===== src/rtl/analog_scaler_pkg.sv =====
// package of constants for the analog value scaler
// assumes one clock domain and a converter that hands over unsigned codes
package analog_scaler_pkg;
  // ****************************************
  // widths
  // ****************************************
  localparam int unsigned CODE_W   = 12;
  localparam int unsigned RAW_W    = 10;
  localparam int unsigned GAIN_W   = 11;
  localparam int unsigned OFFSET_W = 15;
  localparam int unsigned END_W    = 16;
  localparam int unsigned VALUE_W  = 16;
  localparam int unsigned PROD_W   = 24;
  // ****************************************
  // ranges and scale
  // ****************************************
  localparam logic [CODE_W-1:0]          RAW_FULL_SCALE = 12'h3e8;
  localparam logic signed [GAIN_W-1:0]   GAIN_MAX       = 11'sh3e8;
  localparam logic signed [GAIN_W-1:0]   GAIN_MIN       = -11'sh3e8;
  localparam logic signed [OFFSET_W-1:0] OFFSET_MAX     = 15'sh2710;
  localparam logic signed [OFFSET_W-1:0] OFFSET_MIN     = -15'sh2710;
  localparam logic signed [PROD_W-1:0]   GAIN_DIVISOR   = 24'sh64;
  localparam logic signed [PROD_W-1:0]   SPAN_DIVISOR   = 24'sha;
  // ****************************************
  // reset values
  // ****************************************
  localparam logic signed [GAIN_W-1:0]   GAIN_RESET   = 11'sh064;
  localparam logic signed [OFFSET_W-1:0] OFFSET_RESET = 15'sh0000;
  localparam logic signed [VALUE_W-1:0]  VALUE_RESET  = 16'sh0000;
endpackage


===== src/rtl/scale_multiplier.sv =====
// signed multiply and truncating division for the scaler
// assumes operands already clamped; result registered one cycle later
module scale_multiplier
  import analog_scaler_pkg::*;
(
  input  wire logic                       clk,
  input  wire logic                       reset,
  input  wire logic                       start,
  input  wire logic [RAW_W-1:0]           raw,
  input  wire logic signed [GAIN_W-1:0]   gain,
  input  wire logic signed [OFFSET_W-1:0] offset,
  output logic                            done,
  output logic signed [VALUE_W-1:0]       result
);
  import analog_scaler_pkg::*;

  logic signed [PROD_W-1:0] product;
  logic signed [PROD_W-1:0] sum;

  // ****************************************
  // arithmetic
  // ****************************************
  // division rounds toward zero, so fractions are dropped
  always_comb
  begin
    product = ($signed({1'b0, raw}) * gain) / GAIN_DIVISOR;
    sum     = product + PROD_W'(offset);
  end

  always_ff @(posedge clk or posedge reset)
  begin
    if (reset)
    begin
      result <= VALUE_RESET;
      done   <= 1'b0;
    end
    else
    begin
      done <= start;
      if (start)
        result <= sum[VALUE_W-1:0];
    end
  end
endmodule


===== src/rtl/analog_value_scaler.sv =====
// analog value scaler: raw converter code times gain plus offset
// assumes converter code and parameters are synchronous to clk
// Operation
// - each sample is held as an unsigned raw value from 0 to 1000.
// - any code above full scale saturates the raw value at 1000.
// - the actual value is raw times gain with the offset added.
// - gain is signed in hundredths and limited to -10.00 to +10.00.
// - offset is a signed integer limited to -10000 to +10000.
// - from low and high end values, offset is low and gain is (high-low)/1000.
module analog_value_scaler
  import analog_scaler_pkg::*;
(
  input  wire logic                          clk,
  input  wire logic                          reset,
  input  wire logic                          sample_valid,
  input  wire logic [analog_scaler_pkg::CODE_W-1:0] analog_input_channel,
  input  wire logic                          param_load,
  input  wire logic                          ends_mode,
  input  wire logic signed [analog_scaler_pkg::GAIN_W-1:0]   gain_in,
  input  wire logic signed [analog_scaler_pkg::OFFSET_W-1:0] offset_in,
  input  wire logic signed [analog_scaler_pkg::END_W-1:0]    low_end,
  input  wire logic signed [analog_scaler_pkg::END_W-1:0]    high_end,
  output logic                               value_valid,
  output logic signed [analog_scaler_pkg::VALUE_W-1:0] scaled_actual_value,
  output logic [analog_scaler_pkg::RAW_W-1:0]          raw_value,
  output logic signed [analog_scaler_pkg::GAIN_W-1:0]  gain,
  output logic signed [analog_scaler_pkg::OFFSET_W-1:0] offset
);
  import analog_scaler_pkg::*;

  logic                          start;
  logic signed [GAIN_W-1:0]      next_gain;
  logic signed [OFFSET_W-1:0]    next_offset;

  // ****************************************
  // helpers
  // ****************************************
  function automatic logic signed [GAIN_W-1:0] clamp_gain(input logic signed [PROD_W-1:0] g);
    if (g > PROD_W'(GAIN_MAX))
      return GAIN_MAX;
    else if (g < PROD_W'(GAIN_MIN))
      return GAIN_MIN;
    else
      return g[GAIN_W-1:0];
  endfunction

  function automatic logic signed [OFFSET_W-1:0] clamp_offset(input logic signed [PROD_W-1:0] o);
    if (o > PROD_W'(OFFSET_MAX))
      return OFFSET_MAX;
    else if (o < PROD_W'(OFFSET_MIN))
      return OFFSET_MIN;
    else
      return o[OFFSET_W-1:0];
  endfunction

  // ****************************************
  // parameter selection
  // ****************************************
  // span/1000 in hundredths is span/10; out-of-range entries clamp
  always_comb
  begin
    if (ends_mode)
    begin
      next_offset = clamp_offset(PROD_W'(low_end));
      next_gain   = clamp_gain((PROD_W'(high_end) - PROD_W'(low_end)) / SPAN_DIVISOR);
    end
    else
    begin
      next_offset = clamp_offset(PROD_W'(offset_in));
      next_gain   = clamp_gain(PROD_W'(gain_in));
    end
  end

  always_ff @(posedge clk or posedge reset)
  begin
    if (reset)
    begin
      gain   <= GAIN_RESET;
      offset <= OFFSET_RESET;
    end
    else if (param_load)
    begin
      gain   <= next_gain;
      offset <= next_offset;
    end
  end

  // ****************************************
  // raw capture
  // ****************************************
  always_ff @(posedge clk or posedge reset)
  begin
    if (reset)
    begin
      raw_value <= '0;
      start     <= 1'b0;
    end
    else
    begin
      start <= sample_valid;
      if (sample_valid)
      begin
        if (analog_input_channel > RAW_FULL_SCALE)
          raw_value <= RAW_FULL_SCALE[RAW_W-1:0];
        else
          raw_value <= analog_input_channel[RAW_W-1:0];
      end
    end
  end

  // ****************************************
  // datapath
  // ****************************************
  scale_multiplier u_mult
  (
    .clk    (clk),
    .reset  (reset),
    .start  (start),
    .raw    (raw_value),
    .gain   (gain),
    .offset (offset),
    .done   (value_valid),
    .result (scaled_actual_value)
  );

  // ****************************************
  // checks
  // ****************************************
  property p_raw_range;
    @(posedge clk) disable iff (reset) raw_value <= RAW_FULL_SCALE[RAW_W-1:0];
  endproperty
  a_raw_range: assert property (p_raw_range) else $error("raw value above full scale");

  property p_saturate;
    @(posedge clk) disable iff (reset)
      sample_valid && analog_input_channel > RAW_FULL_SCALE |=> raw_value == RAW_FULL_SCALE[RAW_W-1:0];
  endproperty
  a_saturate: assert property (p_saturate) else $error("raw value not saturated");

  property p_gain_range;
    @(posedge clk) disable iff (reset) gain <= GAIN_MAX && gain >= GAIN_MIN;
  endproperty
  a_gain_range: assert property (p_gain_range) else $error("gain out of range");

  property p_offset_range;
    @(posedge clk) disable iff (reset) offset <= OFFSET_MAX && offset >= OFFSET_MIN;
  endproperty
  a_offset_range: assert property (p_offset_range) else $error("offset out of range");

  property p_ends_offset;
    @(posedge clk) disable iff (reset)
      param_load && ends_mode && low_end >= -16'sd10000 && low_end <= 16'sd10000 |=> offset == $past(low_end);
  endproperty
  a_ends_offset: assert property (p_ends_offset) else $error("offset not taken from low end");

  property p_latency;
    @(posedge clk) disable iff (reset) sample_valid |-> ##2 value_valid;
  endproperty
  a_latency: assert property (p_latency) else $error("result not two cycles after sample");

  property p_formula;
    @(posedge clk) disable iff (reset)
      start && !param_load |=> scaled_actual_value ==
        VALUE_W'(($signed({1'b0, $past(raw_value)}) * $past(gain)) / 100 + $past(offset));
  endproperty
  a_formula: assert property (p_formula) else $error("scaled value mismatch");

  property p_truncate;
    @(posedge clk) disable iff (reset)
      start && raw_value == 10'd2 && gain == 11'sd10 && offset == 15'sd0 && !param_load
      |=> scaled_actual_value == 16'sd0;
  endproperty
  a_truncate: assert property (p_truncate) else $error("fraction not discarded");

  property p_raw_pass;
    @(posedge clk) disable iff (reset)
      sample_valid && analog_input_channel <= RAW_FULL_SCALE |=> raw_value == $past(analog_input_channel[RAW_W-1:0]);
  endproperty
  a_raw_pass: assert property (p_raw_pass) else $error("raw value not taken from code");

  property p_raw_hold;
    @(posedge clk) disable iff (reset)
      !sample_valid |=> $stable(raw_value);
  endproperty
  a_raw_hold: assert property (p_raw_hold) else $error("raw value changed without sample");

  property p_gain_load;
    @(posedge clk) disable iff (reset)
      param_load && !ends_mode && gain_in <= GAIN_MAX && gain_in >= GAIN_MIN |=> gain == $past(gain_in);
  endproperty
  a_gain_load: assert property (p_gain_load) else $error("gain not loaded");

  property p_gain_high;
    @(posedge clk) disable iff (reset)
      param_load && !ends_mode && gain_in > GAIN_MAX |=> gain == GAIN_MAX;
  endproperty
  a_gain_high: assert property (p_gain_high) else $error("gain not clamped high");

  property p_gain_low;
    @(posedge clk) disable iff (reset)
      param_load && !ends_mode && gain_in < GAIN_MIN |=> gain == GAIN_MIN;
  endproperty
  a_gain_low: assert property (p_gain_low) else $error("gain not clamped low");

  property p_offset_load;
    @(posedge clk) disable iff (reset)
      param_load && !ends_mode && offset_in <= OFFSET_MAX && offset_in >= OFFSET_MIN |=> offset == $past(offset_in);
  endproperty
  a_offset_load: assert property (p_offset_load) else $error("offset not loaded");

  property p_offset_high;
    @(posedge clk) disable iff (reset)
      param_load && !ends_mode && offset_in > OFFSET_MAX |=> offset == OFFSET_MAX;
  endproperty
  a_offset_high: assert property (p_offset_high) else $error("offset not clamped high");

  property p_offset_low;
    @(posedge clk) disable iff (reset)
      param_load && !ends_mode && offset_in < OFFSET_MIN |=> offset == OFFSET_MIN;
  endproperty
  a_offset_low: assert property (p_offset_low) else $error("offset not clamped low");

  // spans within +-10000 give gains inside the clamp limits
  property p_ends_gain;
    @(posedge clk) disable iff (reset)
      param_load && ends_mode && int'(high_end) - int'(low_end) <= 10000
        && int'(high_end) - int'(low_end) >= -10000
      |=> int'(gain) == (int'($past(high_end)) - int'($past(low_end))) / 10;
  endproperty
  a_ends_gain: assert property (p_ends_gain) else $error("gain not derived from span");

  property p_value_hold;
    @(posedge clk) disable iff (reset)
      !start |=> $stable(scaled_actual_value);
  endproperty
  a_value_hold: assert property (p_value_hold) else $error("scaled value changed without sample");
endmodule


===== config.mk =====
export PLATFORM = sky130hd
export DESIGN_NAME = analog_value_scaler
export DESIGN_NICKNAME = d
export VERILOG_FILES = /design/src/rtl/analog_scaler_pkg.sv /design/src/rtl/scale_multiplier.sv /design/src/rtl/analog_value_scaler.sv
export SDC_FILE = /design/constraint.sdc
export NUM_CORES = 1
export LEC_CHECK = 0
export BUFFER_PORTS_ARGS = -buffer_cell sky130_fd_sc_hd__buf_2
export CAP_MARGIN = 15
export CORE_MARGIN = 2
export CORE_UTILIZATION = 50
export DETAILED_ROUTE_END_ITERATION = 10
export GPL_TIMING_DRIVEN = 0
export PLACE_DENSITY = 0.68
export SLEW_MARGIN = 10
export SYNTH_ARGS = -nofsm -noshare
export SYNTH_HDL_FRONTEND = slang
export SYNTH_SLANG_ARGS = --single-unit

===== constraint.sdc =====
create_clock -name clk -period 50.8 [get_ports clk]
set_clock_uncertainty 0.15 [all_clocks]
set_input_delay 7.62 -clock clk [delete_from_list [all_inputs] [get_ports clk]]
set_output_delay 7.62 -clock clk [all_outputs]
set_load 0.1 [all_outputs]

## Word-level counts from Yosys, hierarchy flattened

Index checks and enable logic that the tools add are counted.

- Bits in registers: 54
- Latch bits: 0
- Bits in writable memories: 0
- Memory bits (read-only): 0
- Input port bits: 75
- Output and inout port bits: 53
- Word-level logic and storage cells: 31
- Memories kept: 0

- Add/subtract/negate cells: 2
- Multipliers: 1
- Divide/modulo/power cells: 2
- Order comparisons: 9
- Eq/ne operators: 0
- Shifts and indexed selects: 0
- Muxes and demuxes: 11
- Bitwise operators: 0
- Reductions and logical operators: 0

Operator list:

| kind | count |
|---|---|
| $mux W15 | 5 |
| $mux W11 | 5 |
| $div A24 B5 Y24 const B | 1 |
| $div A24 B8 Y24 const B | 1 |
| $gt A24 B11 Y1 const B | 1 |
| $lt A24 B11 Y1 const B | 1 |
| $mul A11 B11 Y22 | 1 |
| $sub A16 B16 Y17 | 1 |
| $add A16 B15 Y16 | 1 |
| $gt A16 B15 Y1 const B | 1 |
| $lt A16 B15 Y1 const B | 1 |
| $gt A15 B15 Y1 const B | 1 |
| $lt A15 B15 Y1 const B | 1 |
| $gt A12 B10 Y1 const B | 1 |
| $gt A11 B11 Y1 const B | 1 |
| $lt A11 B11 Y1 const B | 1 |
| $mux W10 | 1 |

## Depth between registers and ports, before layout

- Depth in word-level cells: 6
- Gate-level depth with buffers: 80
- Gate-level depth less buffers: 69

## By module

Synthesis repeated with hierarchy kept, for this count alone.

- Cells, all modules: 1985
- Area, all modules: 15457.3 µm²

By module, submodules not included:

| module | times used | cells an instance | area each (µm²) | sequential area each (µm²) |
|---|---|---|---|---|
| scale_multiplier | 1 | 1200 | 9564.2 | 425.4 |
| analog_value_scaler | 1 | 785 | 5893.2 | 929.6 |

## Worst setup path after synthesis

No wires, ideal clock.

- Path kind: reg2reg
- Start point: register gain[10] in the netlist's numbering
- End point: register u_mult.result[15]
- Library setup time: 0.087 ns
- Data arrival time: 17.769 ns
- Data required time: 50.563 ns
- Setup slack: 32.794 ns
- Stages on the path, launching flop included: 75
- Path buffers: 6
- Clock period less this slack: 18.006 ns
- Cell sequence: dfrtp_1 clkbuf_1 nand2_1 fa_1 fa_1 inv_1 fa_1 inv_1 fa_1 inv_1 fa_1 ha_1 buf_2 a21oi_1 nand2_1 o311ai_0 o22ai_1 or3_4 (+39 left out) ha_1 a21o_1 a21oi_1 o21bai_1 a21oi_1 o21bai_1 a21oi_1 o21bai_1 a21oi_1 o21bai_1 a21oi_1 o21bai_1 a21oi_1 o21bai_1 a21oi_1 xnor2_1 a311o_1 o211ai_1

- Cells in the longest elaborated chain, start to end: 3

RTL lines:

| what | line | RTL |
|---|---|---|
| start, declared | analog_value_scaler.sv:26 | `output logic signed [analog_scaler_pkg::GAIN_W-1:0] gain,` |
| start signal, assigned | analog_value_scaler.sv:83 | `gain <= next_gain;` |
| $mul A11 B11 Y22 | scale_multiplier.sv:26 | `product = ($signed({1'b0, raw}) * gain) / GAIN_DIVISOR;` |
| $div A24 B8 Y24 | scale_multiplier.sv:26 |  |
| $add A16 B15 Y16 | scale_multiplier.sv:27 | `sum = product + PROD_W'(offset);` |
| end signal, assigned | scale_multiplier.sv:41 | `result <= sum[VALUE_W-1:0];` |
| end, declared | scale_multiplier.sv:13 | `output logic signed [VALUE_W-1:0] result` |

No other way between the ends.
A chain may end at the register's enable or synchronous reset.

## Worst setup path in the final report

Ends and elaborated chain as after synthesis.

==> results.cfg <==
[global_route]
track_usage = 0.274
grt_pass1_wl_mm = 70.9
antenna_found_initial = 0
overflow = 0
grt_max_degree = 36
first_global_vias = 14200

[clock_tree]
path_clk_slew_ns = 0.09
cts_buffers = 5
cts_max_path_buffers = 2
cts_setup_buffers = 0
cts-root-buf = clkbuf_16
cts-hold-fix-buffers = 0
cts-resized-gates = 0
htreeDepth = 2
clk_latency_ns = 0.32
clkSinkCount = 54
cts_tree = yes

[floorplan]
boundaryPins = 128
die_y_um = 176
rows = 62
die_area_sq_um = 30800
core_region_area_sq_um = 28900
die_w_um = 176
initial_core_util = 0.510

[worst_setup_path]
r2r-start = gain[10]
path_common_cell = a21oi_1
worst_ep_arrival_time_ns = 20.29
cp-end-kind = register
slowest_stage = a211oi_1
worstRegToRegCells = 72
start_kind = register
required_ns = 50.89
slowest_delay_ns = 0.72
path_class = register to register
cp_max_fo = 10
r2r_slack_ns = 30.60
regToRegEndpoint = u_mult.result[15]

[final_layout]
nets = 2329
mostFrequentLayoutCells = nand2_1, inv_1, buf_2
final_util = 0.554
drive_above_1_share = 0.124
final_common_cell = nand2_1
area_delta_synth_final_pct = 8.70
design_area_sq_um = 16000
antenna_cells = 0

[synth]
synth_ff_type = dfrtp_1
synth_edf_count = 0
yosysWarningCount = 0
syn_area_sq_um = 14700
ys_types = 117
ys_seq_area_frac = 0.0921
syn_area_per_cell_sq_um = 7.59
synth_seq_cells = 54
netlist_instances = 1939
synth_nets = 2196
synthArstFlopShare = 1.00

[timing]
rsz0062_at_grt = false
setup_viol = 0
min_period_ns = 20.20
clock.fmax_ghz = 0.0495
finalCritPeriodShare = 0.398
hold_violations = 0
slew_headroom = 0.275
worst_pin_slew_ns = 1.07
final.setup.tns_ns = 0
finalMaxSlewViolations = 0

[worst_hold_path]
whs_endpoint = u_mult.done
hp-class = register to register
min_from = start
holdPathStages = 0

[place]
dp_hpwl_mm = 35.2
gp_congestion = 0.921
port_buffers = 125
place_area_sq_um = 15800

[detailed_routing]
drc = 0
wl_mm = 42.8
drt-pass1-iter-count = 6
ant_nets = 0
wl_per_cell_um = 17.4
routed_via_density = 6.20
via_count = 15200
dr.first_iter.drc_count = 1329

[run]
cap_viol_max_count = 0

[run_status]
status = completed
final cells by class:
| cell class | count | area [sq um] |
|---|---|---|
| fillers | 2824 | 12900 |
| inverters | 165 | 619 |
| flip-flops and latches | 54 | 1360 |
| plain buffers | 76 | 329 |
| clock buffers | 5 | 125 |
| well taps | 384 | 480 |
| clock inverters | 3 | 28.8 |
| repair buffers | 126 | 646 |
| multi-input cells | 1644 | 12400 |
sequential cells by signal, indices dropped and copies added, names as in the netlist:
signal and count:
raw_value 10, u_mult.done 1, offset 15, gain 11
u_mult.result 16, start 1
cell families after synthesis:
family / Yosys count / share of synthesized area
mux: 47 / 0.0351
xor+xnor: 120 / 0.0729
compound gates: 608 / 0.307
simple gates: 683 / 0.233
flops: 54 / 0.0921
fa+ha+maj: 186 / 0.195
buf+inv: 241 / 0.0645
cells in the mapped netlist (all sizes together) (15+ instances only):
master	number	area, sq um
nor2	140	547
xnor2	83	734
nand3	51	255
mux2	24	274
nor3	66	335
nor2b	15	93.8
o21a	20	158
o211ai	28	234
buf	22	126
nand2	187	704
o21ai	105	533
a21o	23	174
mux2i	23	243
o31ai	15	126
dfrtp	51	1280
fa	74	1480
a211oi	23	188
inv	164	616
and3	22	148
o21bai	19	143
ha	108	1350
xor2	36	315
clkbuf	54	203
or2	15	93.8
nor4	24	165
nand4	19	119
and2	74	463
a31oi	38	253
or3	31	199
o22ai	19	119
a21oi	117	604
worst max path at each step:
| stage | startpoint | endpoint | slack [ns] |
|---|---|---|---|
| floorplan | gain[10] | u_mult.result[15] | 32.79 |
| global placement | low_end[0] | gain[1] | 30.90 |
| detailed placement | low_end[0] | gain[1] | 30.83 |
| CTS | gain[10] | u_mult.result[15] | 30.78 |
| global route | gain[10] | u_mult.result[15] | 28.89 |
| finish | gain[10] | u_mult.result[15] | 30.60 |
worst max-delay path: cells and delay by family, from the launching register on:
| family | cells | cell delay, ns |
|---|---|---|
| xor+xnor | 3 | 0.51 |
| flops | 1 | 0.51 |
| simple gates | 16 | 3.14 |
| compound gates | 35 | 9.87 |
| buf+inv | 8 | 1.39 |
| fa+ha+maj | 8 | 3.58 |
| mux | 2 | 0.91 |
metrics by stage:
| stage | hold WS (ns) | setup slack [ns] | cells |
|---|---|---|---|
| final | 0.263 | 30.60 | 2457 |
| after global routing | 0.260 | 28.89 | 2457 |
| after floorplan | 0.220 | 32.79 | 1939 |
| after CTS | 0.259 | 30.78 | 2457 |
| after detailed placement | 0.256 | 30.83 | 2449 |
| after global placement | 0.253 | 30.90 | 2448 |
routing by layer:
metal,part of all wire,global-route usage
met5,0,0
met3,0.056,0.0314
met4,0.014,0.0489
met1,0.47,0.389
met2,0.46,0.452
Power is not shown: default switching activity piles up to over one toggle a cycle in this logic, so the estimate is an artifact.
